$ cat config.mk
export PLATFORM = sky130hd
export DESIGN_NAME = lss_limited_speed_select
export DESIGN_NICKNAME = d
export VERILOG_FILES = /design/src/lss_pkg.sv /design/src/lss_delay_timer.sv /design/src/lss_limited_speed_select.sv /design/src/lss_ramp_monitor.sv
export SDC_FILE = /design/constraint.sdc
export NUM_CORES = 1
export LEC_CHECK = 0
export ABC_AREA = 1
export BUFFER_PORTS_ARGS = -buffer_cell sky130_fd_sc_hd__buf_2
export CAP_MARGIN = 20
export CORE_AREA = 2 2 193 195
export DETAILED_ROUTE_END_ITERATION = 8
export DIE_AREA = 0 0 195 197
export PLACE_DENSITY = 0.61
export SLEW_MARGIN = 0
export SYNTH_ARGS = -nofsm -noshare
export SYNTH_HDL_FRONTEND = slang
export SYNTH_HIERARCHICAL = 1
export SYNTH_SLANG_ARGS = --single-unit
$ cat constraint.sdc
create_clock -name clk -period 7.6 [get_ports clk]
set_input_delay 0.38 -clock clk [delete_from_list [all_inputs] [get_ports clk]]
set_output_delay 0.38 -clock clk [all_outputs]
set_load 0.01 [all_outputs]
$ cat src/lss_pkg.sv
// Shared constants, register map and state type for the limited-speed selector
package lss_pkg;
    // Speed and delay word width
    localparam int LSS_W = 16;
    // Timing: one delay tick per millisecond at a 50 MHz clock
    localparam int CLK_PERIOD_NS = 20;
    localparam int TICK_PERIOD_NS = 1000000;
    localparam int TICK_CYCLES = TICK_PERIOD_NS / CLK_PERIOD_NS;
    // Register byte offsets
    localparam logic [7:0] ADDR_CTRL = 8'h00;
    localparam logic [7:0] ADDR_LIMIT = 8'h04;
    localparam logic [7:0] ADDR_MARGIN = 8'h08;
    localparam logic [7:0] ADDR_BRAKE_DLY = 8'h0C;
    localparam logic [7:0] ADDR_MON_DLY = 8'h10;
    localparam logic [7:0] ADDR_STEP = 8'h14;
    localparam logic [7:0] ADDR_STATUS = 8'h18;
    localparam logic [7:0] ADDR_IRQ_STAT = 8'h1C;
    localparam logic [7:0] ADDR_IRQ_EN = 8'h20;
    localparam logic [7:0] ADDR_IRQ_CLR = 8'h24;
    // Field positions
    localparam int CTRL_RAMP_SUP = 0;
    localparam int STAT_ACTIVE = 0;
    localparam int STAT_STATE_LSB = 1;
    localparam int EV_ACTIVE = 0;
    localparam int EV_TOO_SLOW = 1;
    localparam int EV_OVER_LIMIT = 2;
    localparam int EV_N = 3;
    // Reset values
    localparam logic RST_RAMP_SUP = 1'b1;
    localparam logic [LSS_W-1:0] RST_LIMIT = 16'h0400;
    localparam logic [LSS_W-1:0] RST_MARGIN = 16'h0010;
    localparam logic [LSS_W-1:0] RST_BRAKE_DLY = 16'h0064;
    localparam logic [LSS_W-1:0] RST_MON_DLY = 16'h0064;
    localparam logic [LSS_W-1:0] RST_STEP = 16'h0008;
    localparam logic [EV_N-1:0] RST_IRQ = 3'h0;
    // Sequencer states
    typedef enum logic [2:0] {
        LSS_IDLE,
        LSS_BRAKE_WAIT,
        LSS_RAMP_MON,
        LSS_DELAY,
        LSS_MONITOR
    } lss_state_e;
endpackage : lss_pkg

$ cat src/lss_delay_timer.sv
// Tick-based one-shot delay timer
module lss_delay_timer
    import lss_pkg::*;
#(
    parameter int W = LSS_W
) (
    input wire logic clk,
    input wire logic rst,
    input wire logic tick,
    input wire logic start,
    input wire logic abort,
    input wire logic [W-1:0] load,
    output logic done
);
    // Elaboration check: a one-bit count cannot hold a useful delay
    if (W < 2) begin : g_bad_width
        $error("lss_delay_timer: W too small");
    end

    typedef struct packed {
        logic [W-1:0] cnt;
        logic run;
        logic done;
    } lss_tmr_s;

    lss_tmr_s q, next_q;

    // Abort wins; a zero load expires on the next cycle
    always_comb begin
        next_q = q;
        if (abort) begin
            next_q.run = 1'b0;
            next_q.done = 1'b0;
        end else if (start) begin
            next_q.cnt = load;
            next_q.run = 1'b1;
            next_q.done = 1'b0;
        end else if (q.run && q.cnt == '0) begin
            next_q.run = 1'b0;
            next_q.done = 1'b1;
        end else if (q.run && tick) begin
            next_q.cnt = q.cnt - W'(1);
        end
    end

    // State register
    always_ff @(posedge clk or posedge rst) begin
        if (rst) begin
            q <= '0;
        end else begin
            q <= next_q;
        end
    end

    assign done = q.done;
endmodule : lss_delay_timer

$ cat src/lss_limited_speed_select.sv
// Limited-speed function select/deselect sequencer with APB registers
module lss_limited_speed_select
    import lss_pkg::*;
#(
    parameter int TICK_DIV = TICK_CYCLES
) (
    input wire logic clk,
    input wire logic rst,
    input wire logic psel,
    input wire logic penable,
    input wire logic pwrite,
    input wire logic [7:0] paddr,
    input wire logic [31:0] pwdata,
    output logic [31:0] prdata,
    output logic pready,
    output logic pslverr,
    input wire logic failsafe_input,
    input wire logic fieldbus_select,
    input wire logic run_command,
    input wire logic [LSS_W-1:0] load_speed,
    input wire logic [LSS_W-1:0] speed_setpoint,
    output logic [LSS_W-1:0] setpoint_out,
    output logic quick_stop_command,
    output logic run_enable,
    output logic limited_speed_active,
    output logic irq
);
    // Elaboration check: the divider needs at least one cycle per tick
    if (TICK_DIV < 1) begin : g_bad_div
        $error("lss_limited_speed_select: TICK_DIV must be >= 1");
    end

    typedef struct packed {
        lss_state_e st;
        logic ramp_sup;
        logic [LSS_W-1:0] limit;
        logic [LSS_W-1:0] margin;
        logic [LSS_W-1:0] brake_dly;
        logic [LSS_W-1:0] mon_dly;
        logic [LSS_W-1:0] step;
        logic [EV_N-1:0] irq_stat;
        logic [EV_N-1:0] irq_en;
        logic [31:0] prdata;
        logic [LSS_W-1:0] setpoint;
        logic quick_stop;
        logic run_en;
        logic active;
        logic [31:0] div;
        logic tick;
    } lss_main_s;

    lss_main_s q, next_q;
    logic sel_any;
    logic wr_en;
    logic rd_en;
    logic addr_ok;
    logic [LSS_W-1:0] clamp_val;
    logic [EV_N-1:0] ev;
    logic [EV_N-1:0] clr;
    logic start_brake;
    logic start_mon;
    logic start_ramp;
    logic brake_done;
    logic mon_done;
    logic ramp_reached;
    logic ramp_slow;

    assign sel_any = failsafe_input | fieldbus_select;
    // Saturate so a margin above the limit clamps to standstill
    assign clamp_val = (q.limit > q.margin) ? q.limit - q.margin : '0;

    // Zero-wait APB slave
    assign pready = 1'b1;
    assign addr_ok = (paddr == ADDR_CTRL) || (paddr == ADDR_LIMIT) || (paddr == ADDR_MARGIN)
        || (paddr == ADDR_BRAKE_DLY) || (paddr == ADDR_MON_DLY) || (paddr == ADDR_STEP)
        || (paddr == ADDR_STATUS) || (paddr == ADDR_IRQ_STAT) || (paddr == ADDR_IRQ_EN)
        || (paddr == ADDR_IRQ_CLR);
    assign pslverr = psel && penable && !addr_ok;
    assign wr_en = psel && penable && pwrite;
    assign rd_en = psel && !penable && !pwrite;
    assign clr = (wr_en && paddr == ADDR_IRQ_CLR) ? pwdata[EV_N-1:0] : '0;

    // Timer starts come from the state transition taken this cycle
    assign start_brake = (q.st == LSS_IDLE) && sel_any && q.ramp_sup;
    assign start_mon = (q.st == LSS_IDLE) && sel_any && !q.ramp_sup;
    assign start_ramp = (q.st == LSS_BRAKE_WAIT) && sel_any && brake_done;

    lss_delay_timer #(.W(LSS_W)) u_brake_tmr (
        .clk(clk),
        .rst(rst),
        .tick(q.tick),
        .start(start_brake),
        .abort(!sel_any),
        .load(q.brake_dly),
        .done(brake_done)
    );

    lss_delay_timer #(.W(LSS_W)) u_mon_tmr (
        .clk(clk),
        .rst(rst),
        .tick(q.tick),
        .start(start_mon),
        .abort(!sel_any),
        .load(q.mon_dly),
        .done(mon_done)
    );

    // Held in abort outside the ramp phase so a stale envelope never flags
    lss_ramp_monitor #(.W(LSS_W)) u_ramp (
        .clk(clk),
        .rst(rst),
        .tick(q.tick),
        .start(start_ramp),
        .abort(!sel_any || (q.st != LSS_RAMP_MON && !start_ramp)),
        .speed(load_speed),
        .limit(q.limit),
        .step(q.step),
        .reached(ramp_reached),
        .too_slow(ramp_slow)
    );

    always_comb begin
        next_q = q;
        ev = '0;
        // Millisecond tick divider
        next_q.tick = 1'b0;
        if (q.div >= 32'(TICK_DIV - 1)) begin
            next_q.div = '0;
            next_q.tick = 1'b1;
        end else begin
            next_q.div = q.div + 32'h0000_0001;
        end
        // Sequencer
        unique case (q.st)
            LSS_IDLE: begin
                if (sel_any) next_q.st = q.ramp_sup ? LSS_BRAKE_WAIT : LSS_DELAY;
            end
            LSS_BRAKE_WAIT: begin
                if (brake_done) next_q.st = LSS_RAMP_MON;
            end
            LSS_RAMP_MON: begin
                // ramp at limit, or speed at limit after delay
                if (ramp_reached || load_speed <= q.limit) next_q.st = LSS_MONITOR;
                // too-slow braking caught inside the ramp phase
                ev[EV_TOO_SLOW] = ramp_slow;
            end
            LSS_DELAY: begin
                // monitor only after the separate delay
                if (mon_done) next_q.st = LSS_MONITOR;
            end
            LSS_MONITOR: begin
                ev[EV_OVER_LIMIT] = load_speed > q.limit;
            end
            default: next_q.st = LSS_IDLE; // Unused codes fall back to idle
        endcase
        if (!sel_any) next_q.st = LSS_IDLE;
        // active flag follows the monitoring state
        next_q.active = (next_q.st == LSS_MONITOR);
        ev[EV_ACTIVE] = next_q.active && !q.active;
        // clamp and quick-stop braking while selected
        // a setpoint at or below the clamp passes unchanged
        if (next_q.st != LSS_IDLE && speed_setpoint > clamp_val) begin
            next_q.setpoint = clamp_val;
        end else begin
            next_q.setpoint = speed_setpoint;
        end
        next_q.quick_stop = (next_q.st != LSS_IDLE) && (load_speed > clamp_val);
        next_q.run_en = run_command;
        // Register writes
        if (wr_en) begin
            unique case (paddr)
                ADDR_CTRL: next_q.ramp_sup = pwdata[CTRL_RAMP_SUP];
                ADDR_LIMIT: next_q.limit = pwdata[LSS_W-1:0];
                ADDR_MARGIN: next_q.margin = pwdata[LSS_W-1:0];
                ADDR_BRAKE_DLY: next_q.brake_dly = pwdata[LSS_W-1:0];
                ADDR_MON_DLY: next_q.mon_dly = pwdata[LSS_W-1:0];
                ADDR_STEP: next_q.step = pwdata[LSS_W-1:0];
                ADDR_IRQ_EN: next_q.irq_en = pwdata[EV_N-1:0];
                default: ;
            endcase
        end
        // Sticky events; a set in the clear cycle wins
        next_q.irq_stat = (q.irq_stat & ~clr) | ev;
        // Read data captured in setup, valid through the access phase
        if (rd_en) begin
            unique case (paddr)
                ADDR_CTRL: next_q.prdata = 32'(q.ramp_sup);
                ADDR_LIMIT: next_q.prdata = 32'(q.limit);
                ADDR_MARGIN: next_q.prdata = 32'(q.margin);
                ADDR_BRAKE_DLY: next_q.prdata = 32'(q.brake_dly);
                ADDR_MON_DLY: next_q.prdata = 32'(q.mon_dly);
                ADDR_STEP: next_q.prdata = 32'(q.step);
                ADDR_STATUS: next_q.prdata = 32'({q.st, q.active});
                ADDR_IRQ_STAT: next_q.prdata = 32'(q.irq_stat);
                ADDR_IRQ_EN: next_q.prdata = 32'(q.irq_en);
                default: next_q.prdata = '0;
            endcase
        end
    end

    // State register
    always_ff @(posedge clk or posedge rst) begin
        if (rst) begin
            q <= '{st: LSS_IDLE, ramp_sup: RST_RAMP_SUP, limit: RST_LIMIT,
                margin: RST_MARGIN, brake_dly: RST_BRAKE_DLY, mon_dly: RST_MON_DLY,
                step: RST_STEP, irq_stat: RST_IRQ, irq_en: RST_IRQ, default: '0};
        end else begin
            q <= next_q;
        end
    end

    assign prdata = q.prdata;
    assign setpoint_out = q.setpoint;
    assign quick_stop_command = q.quick_stop;
    assign run_enable = q.run_en;
    assign limited_speed_active = q.active;
    assign irq = |(q.irq_stat & q.irq_en);
endmodule : lss_limited_speed_select

$ cat src/lss_ramp_monitor.sv
// Braking ramp monitor: a falling envelope the load speed must stay under
module lss_ramp_monitor
    import lss_pkg::*;
#(
    parameter int W = LSS_W
) (
    input wire logic clk,
    input wire logic rst,
    input wire logic tick,
    input wire logic start,
    input wire logic abort,
    input wire logic [W-1:0] speed,
    input wire logic [W-1:0] limit,
    input wire logic [W-1:0] step,
    output logic reached,
    output logic too_slow
);
    // Elaboration check: the envelope needs room to fall in steps
    if (W < 2) begin : g_bad_width
        $error("lss_ramp_monitor: W too small");
    end

    typedef struct packed {
        logic [W-1:0] ramp;
        logic run;
        logic reached;
        logic too_slow;
    } lss_ramp_s;

    lss_ramp_s q, next_q;
    logic [W:0] floor_sum;

    // Ramp starts at the speed seen at start and falls by step per tick
    always_comb begin
        next_q = q;
        floor_sum = {1'b0, limit} + {1'b0, step};
        if (abort) begin
            next_q = '0;
        end else if (start) begin
            next_q.ramp = speed;
            next_q.run = 1'b1;
            next_q.reached = 1'b0;
            next_q.too_slow = 1'b0;
        end else if (q.run) begin
            if (tick) begin
                // Floor at the limit so the envelope never dips below it
                next_q.ramp = ({1'b0, q.ramp} > floor_sum) ? q.ramp - step : limit;
            end
            next_q.reached = (q.ramp <= limit);
            next_q.too_slow = (speed > q.ramp);
        end
    end

    // State register
    always_ff @(posedge clk or posedge rst) begin
        if (rst) begin
            q <= '0;
        end else begin
            q <= next_q;
        end
    end

    assign reached = q.reached;
    assign too_slow = q.too_slow;
endmodule : lss_ramp_monitor

# ---- Word level (Yosys, flattened, before mapping)
# Cells that the tools add are included.
dict set report word_totals {
  elab_cells 155
  out_inout_bits 54
  register_bits 229
  in_bits 80
}
dict set report op_classes {
  n_lt_le_gt_ge 9
  reduce_logical 58
  n_bitwise 5
  n_eq_ne 19
  n_mux 32
  add_sub_neg 6
}
# cell count
set ops {}
lappend ops {{$mux W16} 10}
lappend ops {{$pmux W16 S9} 1}
lappend ops {{$gt A16 B16 Y1} 5}
lappend ops {{$mux W18} 2}
lappend ops {{$add A32 B1 Y32 const B} 1}
lappend ops {{$eq A8 B5 Y1 const B} 4}
lappend ops {{$ge A32 B16 Y1 const B} 1}
lappend ops {{$le A16 B16 Y1} 2}
lappend ops {{$logic_not A16 Y1} 2}
lappend ops {{$mux W32} 1}
lappend ops {{$sub A16 B1 Y16 const B} 2}
lappend ops {{$sub A16 B16 Y16} 2}
lappend ops {{$logic_and A1 B1 Y1} 19}
lappend ops {{$mux W19} 1}
lappend ops {{$add A16 B16 Y17} 1}
lappend ops {{$gt A16 B17 Y1} 1}
lappend ops {{$eq A8 B4 Y1 const B} 2}
lappend ops {{$eq A8 B6 Y1 const B} 2}
lappend ops {{$reduce_and A2 Y1} 8}
lappend ops {{$mux W3} 5}
lappend ops {{$pmux W3 S5} 1}
lappend ops {{$mux W2} 7}
lappend ops {{$logic_or A1 B1 Y1} 11}
lappend ops {{$reduce_bool A3 Y1} 3}
lappend ops {{18 further kinds} 35}

# ---- Longest topological paths before layout
# Gate-level depths: netlist (run 1).
dict set report logic_depth {
  ltp_word 12
  ltp_mapped 29
  depth_no_buf 28
}

# ---- By module
# The synthesis (run 1) kept the hierarchy.
# mod seq_area_each_um2 area_each_um2 n_inst cells_each
set by_module_without_submodules {}
lappend by_module_without_submodules {lss_limited_speed_select 3966.3 9312.7 1 1135}
lappend by_module_without_submodules {lss_ramp_monitor 475.5 4107.7 1 638}
lappend by_module_without_submodules {lss_delay_timer 450.4 1337.5 2 209}

# ---- Worst setup path after synthesis (run 1)
# OpenSTA, ideal clock, no wires.
dict set report synth_timing {
  kind {register to register}
  startpoint {reg q[154] (netlist name)}
  endpoint {reg u_ramp/q[4] (netlist name)}
  path_stages_with_launch 24
  slack_ns 4.375
  t_arrival_ns 3.108
  synth_period_minus_slack_ns 3.225
  path_cell_list {dfrtp_1 -> ha_1 -> fa_1 -> nand3_1 -> nand3_2 -> nand2_1 -> nand2_2 -> a21bo_2 -> a31oi_1 -> xor2_1 -> ha_1 -> nand2_1 -> nor2_1 -> nand4_1 -> nand2_1 -> nor2_2 -> nand2_2 -> nor2_8 -> nand2_8 -> buf_12 -> nand2_2 -> nand3_2 -> nand2_1 -> nand2_1}
}
dict set report synth_via {
  elab_chain_cells 7
}
# item line
set synth_rtl {}
lappend synth_rtl {{from (decl)} lss_limited_speed_select.sv:52} ;# lss_main_s q, next_q;
lappend synth_rtl {{from (signal assigned)} lss_limited_speed_select.sv:204} ;# q <= '{st: LSS_IDLE, ramp_sup: RST_RAMP_SUP, limit: RST_LIMIT,
lappend synth_rtl {{from (signal assigned)} lss_limited_speed_select.sv:208} ;# q <= next_q;
lappend synth_rtl {{$add A16 B16 Y17} lss_ramp_monitor.sv:36} ;# floor_sum = {1'b0, limit} + {1'b0, step};
lappend synth_rtl {{$gt A16 B17 Y1} lss_ramp_monitor.sv:47} ;# next_q.ramp = ({1'b0, q.ramp} > floor_sum) ? q.ramp - step : limit;
lappend synth_rtl {{$mux W16} lss_ramp_monitor.sv:47}
lappend synth_rtl {{$mux W16} lss_ramp_monitor.sv:45} ;# if (tick) begin
lappend synth_rtl {{$mux W16} lss_ramp_monitor.sv:44} ;# end else if (q.run) begin
lappend synth_rtl {{$mux W16} lss_ramp_monitor.sv:39} ;# end else if (start) begin
lappend synth_rtl {{$mux W19} lss_ramp_monitor.sv:37} ;# if (abort) begin
lappend synth_rtl {{to (signal assigned)} lss_ramp_monitor.sv:59} ;# q <= next_q;
lappend synth_rtl {{to (decl)} lss_ramp_monitor.sv:30} ;# lss_ramp_s q, next_q;
# Every way passes these cells. The select of a mux whose other input is x is not followed.
# A chain may end at the register's enable or synchronous reset.

==> results of run 1 <==
## layout make-up
| cell class | instances | area [µm²] |
|---|---|---|
| Fill cell | 3668 | 18700 |
| Multi-Input combinational cell | 1638 | 9080 |
| Sequential cell | 213 | 5340 |
| Inverter | 271 | 1030 |
| Clock buffer | 35 | 746 |
| Timing Repair Buffer | 110 | 598 |
| Tap cell | 468 | 586 |
| Clock inverter | 13 | 221 |
## through the flow
step / total power, mW / std cells / instance area (µm²) / setup slack [ns]
global placement: 2.90 / 2698 / 16600 / 3.13
finish: 4.34 / 2748 / 17600 / 3.04
CTS: 4.36 / 2747 / 17600 / 3.09
detailed placement: 2.94 / 2698 / 16600 / 3.11
floorplan: 2.67 / 2222 / 16200 / 2.97
global route: 4.66 / 2748 / 17600 / 2.51
## cells by family (layout without fill, tap and decap cells)
group,count (synthesis),after routing,share of synthesized area
adders and majority gates,149,149,0.117
AOI/OAI and AO/OA,319,319,0.111
and+or+nand+nor,1094,1094,0.303
buffers and inverters,371,429,0.112
muxes,4,4,0.00249
xor gates and xnor gates,39,39,0.0212
DFF,213,213,0.332
other,2,33,0.000467
## power groups by stage
stage	combinational (mW)	clock, mW	sequential, mW
2_1_floorplan	1.31	0	1.36
3_3_place_gp	1.51	0	1.40
3_5_place_dp	1.54	0	1.40
4_1_cts	1.55	1.43	1.38
5_1_grt	1.78	1.48	1.40
6_report	1.55	1.41	1.38
## flip-flops by register name (all words and copies together) (netlist names)
signal	cells
limited_speed_active	1
prdata	16
q	123
quick_stop_command	1
run_enable	1
setpoint_out	16
u_brake_tmr/done	1
u_brake_tmr/q	17
u_mon_tmr/done	1
u_mon_tmr/q	17
u_ramp/q	17
u_ramp/reached	1
u_ramp/too_slow	1
## path summary, 6_finish.rpt
path                                   startpoint               to  slack (ns)  depth (start not counted)
min in group clk                speed_setpoint[3]  setpoint_out[3]        0.05                          3
worst min-delay path                          rst           q[119]        0.03                          2
worst max register to register             q[154]  setpoint_out[0]        3.04                         23
worst max-delay path                       q[154]  setpoint_out[0]        3.04                         23
worst min register to register               q[1]             q[1]        0.46                          1
max in group asynchronous                     rst  setpoint_out[9]        6.14                          3
## worst reg2reg max path, stage by stage, from the launching register on
cell and delay (ns):
sky130_fd_sc_hd__dfrtp_1 0.59, sky130_fd_sc_hd__inv_1 0.09, sky130_fd_sc_hd__ha_1 0.19, sky130_fd_sc_hd__inv_1 0.08, sky130_fd_sc_hd__fa_1 0.20, sky130_fd_sc_hd__nand2_1 0.06
sky130_fd_sc_hd__nand2_1 0.07, sky130_fd_sc_hd__o21ai_2 0.09, sky130_fd_sc_hd__o21ai_0 0.39, sky130_fd_sc_hd__nand3_1 0.18, sky130_fd_sc_hd__nand3_1 0.10, sky130_fd_sc_hd__nand2_1 0.08
sky130_fd_sc_hd__nor2_2 0.12, sky130_fd_sc_hd__inv_1 0.09, sky130_fd_sc_hd__ha_1 0.28, sky130_fd_sc_hd__nand2_1 0.06, sky130_fd_sc_hd__inv_1 0.05, sky130_fd_sc_hd__nand3_1 0.07
sky130_fd_sc_hd__nor3_1 0.26, sky130_fd_sc_hd__nand2_1 0.09, sky130_fd_sc_hd__nand2_1 0.06, sky130_fd_sc_hd__nand3_1 0.62, sky130_fd_sc_hd__inv_1 0.47, sky130_fd_sc_hd__o21ai_0 0.12
## cells in the mapped netlist, types with 5 or more instances
library cell               number  share of area
sky130_fd_sc_hd__nand2_1      653           0.15
sky130_fd_sc_hd__inv_1        256          0.060
sky130_fd_sc_hd__dfrtp_1      203           0.32
sky130_fd_sc_hd__nor2_1       158          0.037
sky130_fd_sc_hd__ha_1         146           0.11
sky130_fd_sc_hd__nand3_1      127          0.039
sky130_fd_sc_hd__o21ai_0      102          0.032
sky130_fd_sc_hd__a21oi_1       95          0.030
sky130_fd_sc_hd__buf_4         52          0.024
sky130_fd_sc_hd__o21ai_1       49          0.015
sky130_fd_sc_hd__nand2_2       33          0.013
sky130_fd_sc_hd__nand4_1       22         0.0086
sky130_fd_sc_hd__buf_2         21         0.0065
sky130_fd_sc_hd__xor2_1        21          0.011
sky130_fd_sc_hd__nor3_1        20         0.0062
sky130_fd_sc_hd__xnor2_1       18         0.0098
sky130_fd_sc_hd__o21ai_2       15         0.0082
sky130_fd_sc_hd__a211oi_1      13         0.0061
sky130_fd_sc_hd__buf_6         13         0.0091
sky130_fd_sc_hd__nand3_2       12         0.0075
sky130_fd_sc_hd__inv_2         11         0.0026
sky130_fd_sc_hd__dfstp_2       10          0.016
sky130_fd_sc_hd__nor2_2        10         0.0039
sky130_fd_sc_hd__or2_2          9         0.0035
sky130_fd_sc_hd__a21o_1         8         0.0037
sky130_fd_sc_hd__a31oi_1        8         0.0031
sky130_fd_sc_hd__nand3b_1       8         0.0037
sky130_fd_sc_hd__nor4_1         8         0.0031
sky130_fd_sc_hd__clkbuf_1       7         0.0016
sky130_fd_sc_hd__nor2_4         7         0.0049
sky130_fd_sc_hd__o22ai_1        6         0.0023
sky130_fd_sc_hd__nor3_4         5         0.0051
sky130_fd_sc_hd__o21a_1         5         0.0023
## layer usage
metal	vias to the layer above	global-route usage	share of wire
met5	-	0	0
met4	0	0.100	0.042
met3	80	0.0294	0.052
met2	431	0.401	0.44
met1	6720	0.350	0.47
li1	7143	-	-
## timing repair
action | 4_1_cts | 5_1_grt
hold buffers | 1 | 0
endpoints found under the hold margin | 1 | 0
endpoints found under the setup margin | 0 | 0
==> insert_results.sql, run 1 <==
INSERT INTO impl_metrics (metric_group, metric, value, unit) VALUES
('worst_hold_path', 'hold_path_class', 'in2async', ''),
('clock_tree', 'ctsResizeCount', '0', ''),
('clock_tree', 'root_buffer', 'sky130_fd_sc_hd__clkbuf_16', ''),
('clock_tree', 'tritoncts', 'yes', ''),
('power', 'ir_worst_vdd', '0.000120', 'V'),
('detailed_routing', 'drc', '0', ''),
('power', 'power.share.clock', '0.324', ''),
('clock_tree', 'clock_insertion_delay_worst_skew', '0.56', 'ns'),
('timing', 'clock_skew_after_layout', '0.0195', 'ns'),
('detailed_routing', 'ant_nets', '0', ''),
('setup_path', 'critical_path.slowest_cell', 'sky130_fd_sc_hd__nand3_1', ''),
('floorplan', 'floorplan.die_area', '38400', 'µm²'),
('detailed_routing', 'vias', '14400', ''),
('timing', 'setup_viol_count_final', '0', ''),
('global_route', 'global_route.overflow_total', '0', ''),
('global_route', 'first_global_vias', '14000', ''),
('clock_tree', 'cts.reportedPaths.clkPinSlew', '0.06', 'ns'),
('placed_design', 'place_hpwl', '36900', 'µm'),
('setup_path', 'timing.critical_path.required', '8.03', 'ns'),
('power', 'power-per-cell-area', '247', 'nW/µm²'),
('final_layout', 'most_common_cell_after_layout_fill_and_taps_aside', 'sky130_fd_sc_hd__nand2_1', ''),
('floorplan', 'die_height', '197', 'µm'),
('setup_path', 'critPathKind', 'reg2reg', ''),
('setup_path', 'critical_path.most_common_cell', 'sky130_fd_sc_hd__nand2_1', ''),
('setup_path', 'critPathLaunchType', 'register', ''),
('timing', 'max_freq', '0.219', 'GHz'),
('setup_path', 'sequence_of_cells_on_the_critical_path', 'inv_1 > ha_1 > inv_1 > fa_1 > nand2_1 > nand2_1 > o21ai_2 > o21ai_0 > nand3_1 > nand3_1 > nand2_1 > nor2_2 > inv_1 > ha_1 > nand2_1 > inv_1 > nand3_1 > nor3_1 > nand2_1 > nand2_1 > nand3_1 > inv_1 > o21ai_0', ''),
('timing', 'worst_hold_slack', '0.0317', 'ns'),
('placed_design', 'place.port_buffers', '100', ''),
('run_status', 'result_of_the_run', 'completed', ''),
('clock_tree', 'tritoncts.num_buffers', '26', ''),
('global_route', 'antenna_found_initial', '0', ''),
('floorplan', 'std_cell_rows', '70', ''),
('setup_path', 'critical-path-max-stage-delay', '0.62', 'ns'),
('power', 'power.internal', '2.66', 'mW'),
('power', 'combinational_group_share_of_total_power', '0.357', ''),
('final_layout', 'antenna_cells', '0', ''),
('synthesis', 'predominant_post_synthesis_flop_cell', 'sky130_fd_sc_hd__dfrtp_1', ''),
('setup_path', 'end_kind', 'register', ''),
('timing', 'worst_pin_slew', '0.963', 'ns'),
('final_layout', 'finish.utilization', '0.485', ''),
('detailed_routing', 'initialDrtViolationCount', '1067', ''),
('timing', 'final.setup.tns', '0', 'ns'),
('floorplan', 'start_util', '0.444', ''),
('synthesis', 'synth_edf_count', '0', ''),
('floorplan', 'fp.dieW', '195', 'µm'),
('final_layout', 'area.growth.synth_to_final', '9.34', '%'),
('synthesis', 'yosys_warnings', '6', ''),
('floorplan', 'design.core.area', '36300', 'µm²'),
('power', 'p_sw_frac', '0.387', ''),
('synthesis', 'netlist_area', '16100', 'µm²'),
('clock_tree', 'cts-root-to-sink-buffers', '3', ''),
('detailed_routing', 'drt_pre_antenna_iters', '5', ''),
('floorplan', 'io_pins', '134', ''),
('clock_tree', 'cts_num_sinks', '213', ''),
('final_layout', 'nets', '2489', ''),
('synthesis', 'postSynthRegisterBits', '213', ''),
('job', 'maxCapViolations', '0', ''),
('global_route', 'grt_first_pass_wirelength', '75700', 'µm'),
('global_route', 'groute.usage.overall', '0.252', ''),
('setup_path', 'arrival', '4.99', 'ns'),
('setup_path', 'worstPathMaxFanout', '26', ''),
('timing', 'worst_slew_margin_relative_to_its_limit', '0.356', ''),
('synthesis', 'synth_sequential_area_ratio', '0.332', ''),
('synthesis', 'yosys.cell_types.count', '63', ''),
('timing', 'fin_crit', '4.56', 'ns'),
('setup_path', 'cp.buffers_inverters', '5', ''),
('timing', 'fin_crit_sh', '0.600', ''),
('timing', 'timing.final.max_slew_violations', '0', ''),
('detailed_routing', 'totalWireLength', '47700', 'µm'),
('synthesis', 'synth_cells', '2191', '');
Note: power is estimated with default switching activity, not from simulation.
==> run 2, diff against run 1 <==
- PLACE_DENSITY: 0.61 -> 0.63
- clock period: 7.6 -> 3.7 ns (I/O delays scaled with it)
==> run 2 against run 1 <==
Clock power increased by 91%. Final area rose by 3.2%. Die area unchanged. Via count grew 2.9%. Clock-buffer cell count increased by 1. Sequential cell count unchanged. Fmax up 31%. Clock skew grew 0.013 ns. Utilization rose by 1.6 points. Routed wire length grew 3.0%. Global-route usage up 0.52 points. Critical path type unchanged. Critical endpoint is now u_ramp/q[4]. Largest power group unchanged. Highest routed layer unchanged.
==> insert_results.sql, run 2 (same netlist as run 1, synthesis figures left out) <==
INSERT INTO impl_metrics (metric_group, metric, value, unit) VALUES
('clock_tree', 'cts_num_sinks', '213', ''),
('worst_hold_path', 'hold_path_class', 'in2reg', ''),
('setup_path', 'r2r_start', 'q[154]', ''),
('setup_path', 'end_kind', 'register', ''),
('final_layout', 'most_flop_heavy_register', 'q', ''),
('setup_path', 'cp.buffers_inverters', '1', ''),
('worst_hold_path', 'hold_path_depth', '3', ''),
('final_layout', 'multi_input_comb_area', '9190', 'µm²'),
('timing', 'worst_pin_slew', '1.00', 'ns'),
('setup_path', 'critical-path-max-stage-delay', '0.41', 'ns'),
('detailed_routing', 'ant_nets', '0', ''),
('setup_path', 'worstPathMaxFanout', '8', ''),
('clock_tree', 'cts-root-to-sink-buffers', '3', ''),
('detailed_routing', 'initialDrtViolationCount', '1268', ''),
('timing', 'fin_crit_sh', '0.938', ''),
('setup_path', 'rrSetupSlack', '0.23', 'ns'),
('global_route', 'global_route.overflow_total', '0', ''),
('detailed_routing', 'drc', '0', ''),
('final_layout', 'commonest_cells_after_routing_fill_and_taps_aside', 'sky130_fd_sc_hd__nand2_1, sky130_fd_sc_hd__inv_1, sky130_fd_sc_hd__dfrtp_1, sky130_fd_sc_hd__nor2_1, sky130_fd_sc_hd__ha_1', ''),
('clock_tree', 'cts.reportedPaths.clkPinSlew', '0.06', 'ns'),
('power', 'ir_worst_vdd', '0.000319', 'V'),
('global_route', 'groute.usage.overall', '0.257', ''),
('global_route', 'first_global_vias', '14100', ''),
('final_layout', 'most_common_cell_after_layout_fill_and_taps_aside', 'sky130_fd_sc_hd__nand2_1', ''),
('worst_hold_path', 'min-delay-start', 'fieldbus_select', ''),
('detailed_routing', 'vias', '14800', ''),
('final_layout', 'final_layout_size_suffix_gt1_frac', '0.147', ''),
('detailed_routing', 'drt_pre_antenna_iters', '7', ''),
('timing', 'final.setup.tns', '0', 'ns'),
('setup_path', 'timing.critical_path.from', 'q[154]', ''),
('detailed_routing', 'totalWireLength', '49200', 'µm'),
('timing', 'setup_viol_count_final', '0', ''),
('setup_path', 'timing.critical_path.required', '4.19', 'ns'),
('clock_tree', 'tritoncts.num_buffers', '27', ''),
('final_layout', 'finish.utilization', '0.501', ''),
('clock_tree', 'cts-htree-levels', '1', ''),
('run_status', 'result_of_the_run', 'completed', ''),
('timing', 'fin_crit', '3.47', 'ns'),
('timing', 'hold_viol', '0', ''),
('floorplan', 'design.core.area', '36300', 'µm²'),
('setup_path', 'critPathKind', 'reg2reg', ''),
('clock_tree', 'clock_insertion_delay_worst_skew', '0.56', 'ns'),
('final_layout', 'final_area', '18200', 'µm²'),
('timing', 'worst_slew_margin_relative_to_its_limit', '0.330', ''),
('timing', 'timing.final.max_slew_violations', '0', ''),
('placed_design', 'routabilityCongestion', '0.942', ''),
('timing', 'max_freq', '0.288', 'GHz'),
('detailed_routing', 'vias_per_cell', '5.26', ''),
('power', 'fin_total_pwr', '8.96', 'mW'),
('setup_path', 'timing.rr.end', 'u_ramp/q[4]', ''),
('final_layout', 'antenna_cells', '0', ''),
('final_layout', 'num-fill-cells', '3585', ''),
('worst_hold_path', 'min_delay_worst_endpoint', 'q[172]', ''),
('global_route', 'antenna_found_initial', '0', ''),
('final_layout', 'area.growth.synth_to_final', '12.9', '%'),
('placed_design', 'place.port_buffers', '100', ''),
('floorplan', 'start_util', '0.444', ''),
('setup_path', 'critical_path.slowest_cell', 'sky130_fd_sc_hd__dfrtp_1', ''),
('final_layout', 'sequential_standard_cell_area', '5340', 'µm²'),
('setup_path', 'critPathLaunchType', 'register', ''),
('floorplan', 'die_height', '197', 'µm'),
('setup_path', 'sequence_of_cells_on_the_critical_path', 'ha_2 > fa_2 > nand3_1 > nand3_2 > nand2_1 > nand2_2 > a21bo_2 > a31oi_2 > xor2_1 > ha_1 > nand2_1 > nor2_1 > nand4_1 > nand2_1 > nor2_2 > nand2_2 > nor2_8 > buf_6 > nand3_1 > nand3_2 > nand2_1 > nand2_1', ''),
('floorplan', 'std_cell_rows', '70', ''),
('placed_design', 'placement.cell_area', '16800', 'µm²'),
('global_route', 'grt_first_pass_wirelength', '77200', 'µm'),
('setup_path', 'arrival', '3.96', 'ns'),
('clock_tree', 'root_buffer', 'sky130_fd_sc_hd__clkbuf_16', ''),
('placed_design', 'place_hpwl', '38600', 'µm'),
('floorplan', 'io_pins', '134', ''),
('final_layout', 'largest_register_ffs', '123', ''),
('setup_path', 'worstRegToRegCells', '22', ''),
('final_layout', 'nets', '2553', ''),
('power', 'power-per-cell-area', '493', 'nW/µm²'),
('job', 'maxCapViolations', '0', ''),
('floorplan', 'floorplan.die_area', '38400', 'µm²'),
('clock_tree', 'tritoncts', 'yes', ''),
('floorplan', 'fp.dieW', '195', 'µm'),
('setup_path', 'critical_path.most_common_cell', 'sky130_fd_sc_hd__nand2_1', ''),
('timing', 'clock_skew_after_layout', '0.0330', 'ns'),
('setup_path', 'critical_path.top_delay_family', 'simple AND/OR/NAND/NOR gates', ''),
('power', 'p_leak', '9.43', 'nW'),
('global_route', 'maximum_number_of_pins_on_one_net_before_global_route_repair', '84', ''),
('detailed_routing', 'avgRoutedWirePerCell', '17.5', 'µm');
run 2: layout make-up:
type / instances / share of cell area
multi-input cells: 1640 / 0.506
inverters: 271 / 0.0565
flip-flops and latches: 213 / 0.294
well taps: 468 / 0.0322
clock buffers: 36 / 0.0418
clock inverters: 12 / 0.00820
repair buffers: 171 / 0.0614
run 2: routing by layer:
metal | global-route usage | up-vias | share of wire
li1 | - | 7291 | -
met1 | 0.352 | 6993 | 0.46
met2 | 0.428 | 422 | 0.45
met3 | 0.0294 | 91 | 0.052
met4 | 0.0786 | 0 | 0.033
met5 | 0 | - | 0
run 2: tightest hold or removal path, cell delays in order:
cell	delay (ns)
sky130_fd_sc_hd__buf_2	0.08
sky130_fd_sc_hd__nor2_2	0.11
sky130_fd_sc_hd__a21oi_1	0.15
run 2: worst max-delay path by stage:
stage / slack [ns] / cells after the start / to
after floorplan: 0.48 / 23 / u_ramp/q[4]
after CTS: 0.06 / 22 / setpoint_out[0]
after detailed placement: 0.08 / 22 / setpoint_out[0]
after global routing: -0.01 / 28 / setpoint_out[4]
final: 0.23 / 22 / u_ramp/q[4]
after global placement: 0.18 / 23 / setpoint_out[4]
run 2: through the flow:
stage | hold WS, ns | std cells | setup slack [ns]
floorplan | 0.124 | 2222 | 0.475
global placement | 0.295 | 2730 | 0.181
detailed placement | 0.295 | 2730 | 0.0764
CTS | 0.00225 | 2799 | 0.0642
global route | 0.0471 | 2811 | -0.0114
finish | 0.0194 | 2811 | 0.229
run 2: report_power, final:
part           internal (mW)  switching [mW]  leakage [nW]  total [mW]
registers               2.58           0.258          2.82        2.84
clock network           1.65            1.06         0.448        2.70
logic                   1.21            2.21          6.16        3.42
total                   5.44            3.53          9.43        8.96
run 2: what timing repair did:
action / 4_1_cts / 5_1_grt
endpoints found under the hold margin: 96 / 0
hold buffers: 21 / 0
setup endpoints to repair: 0 / 32
resized for setup: 0 / 28
setup buffers: 0 / 9
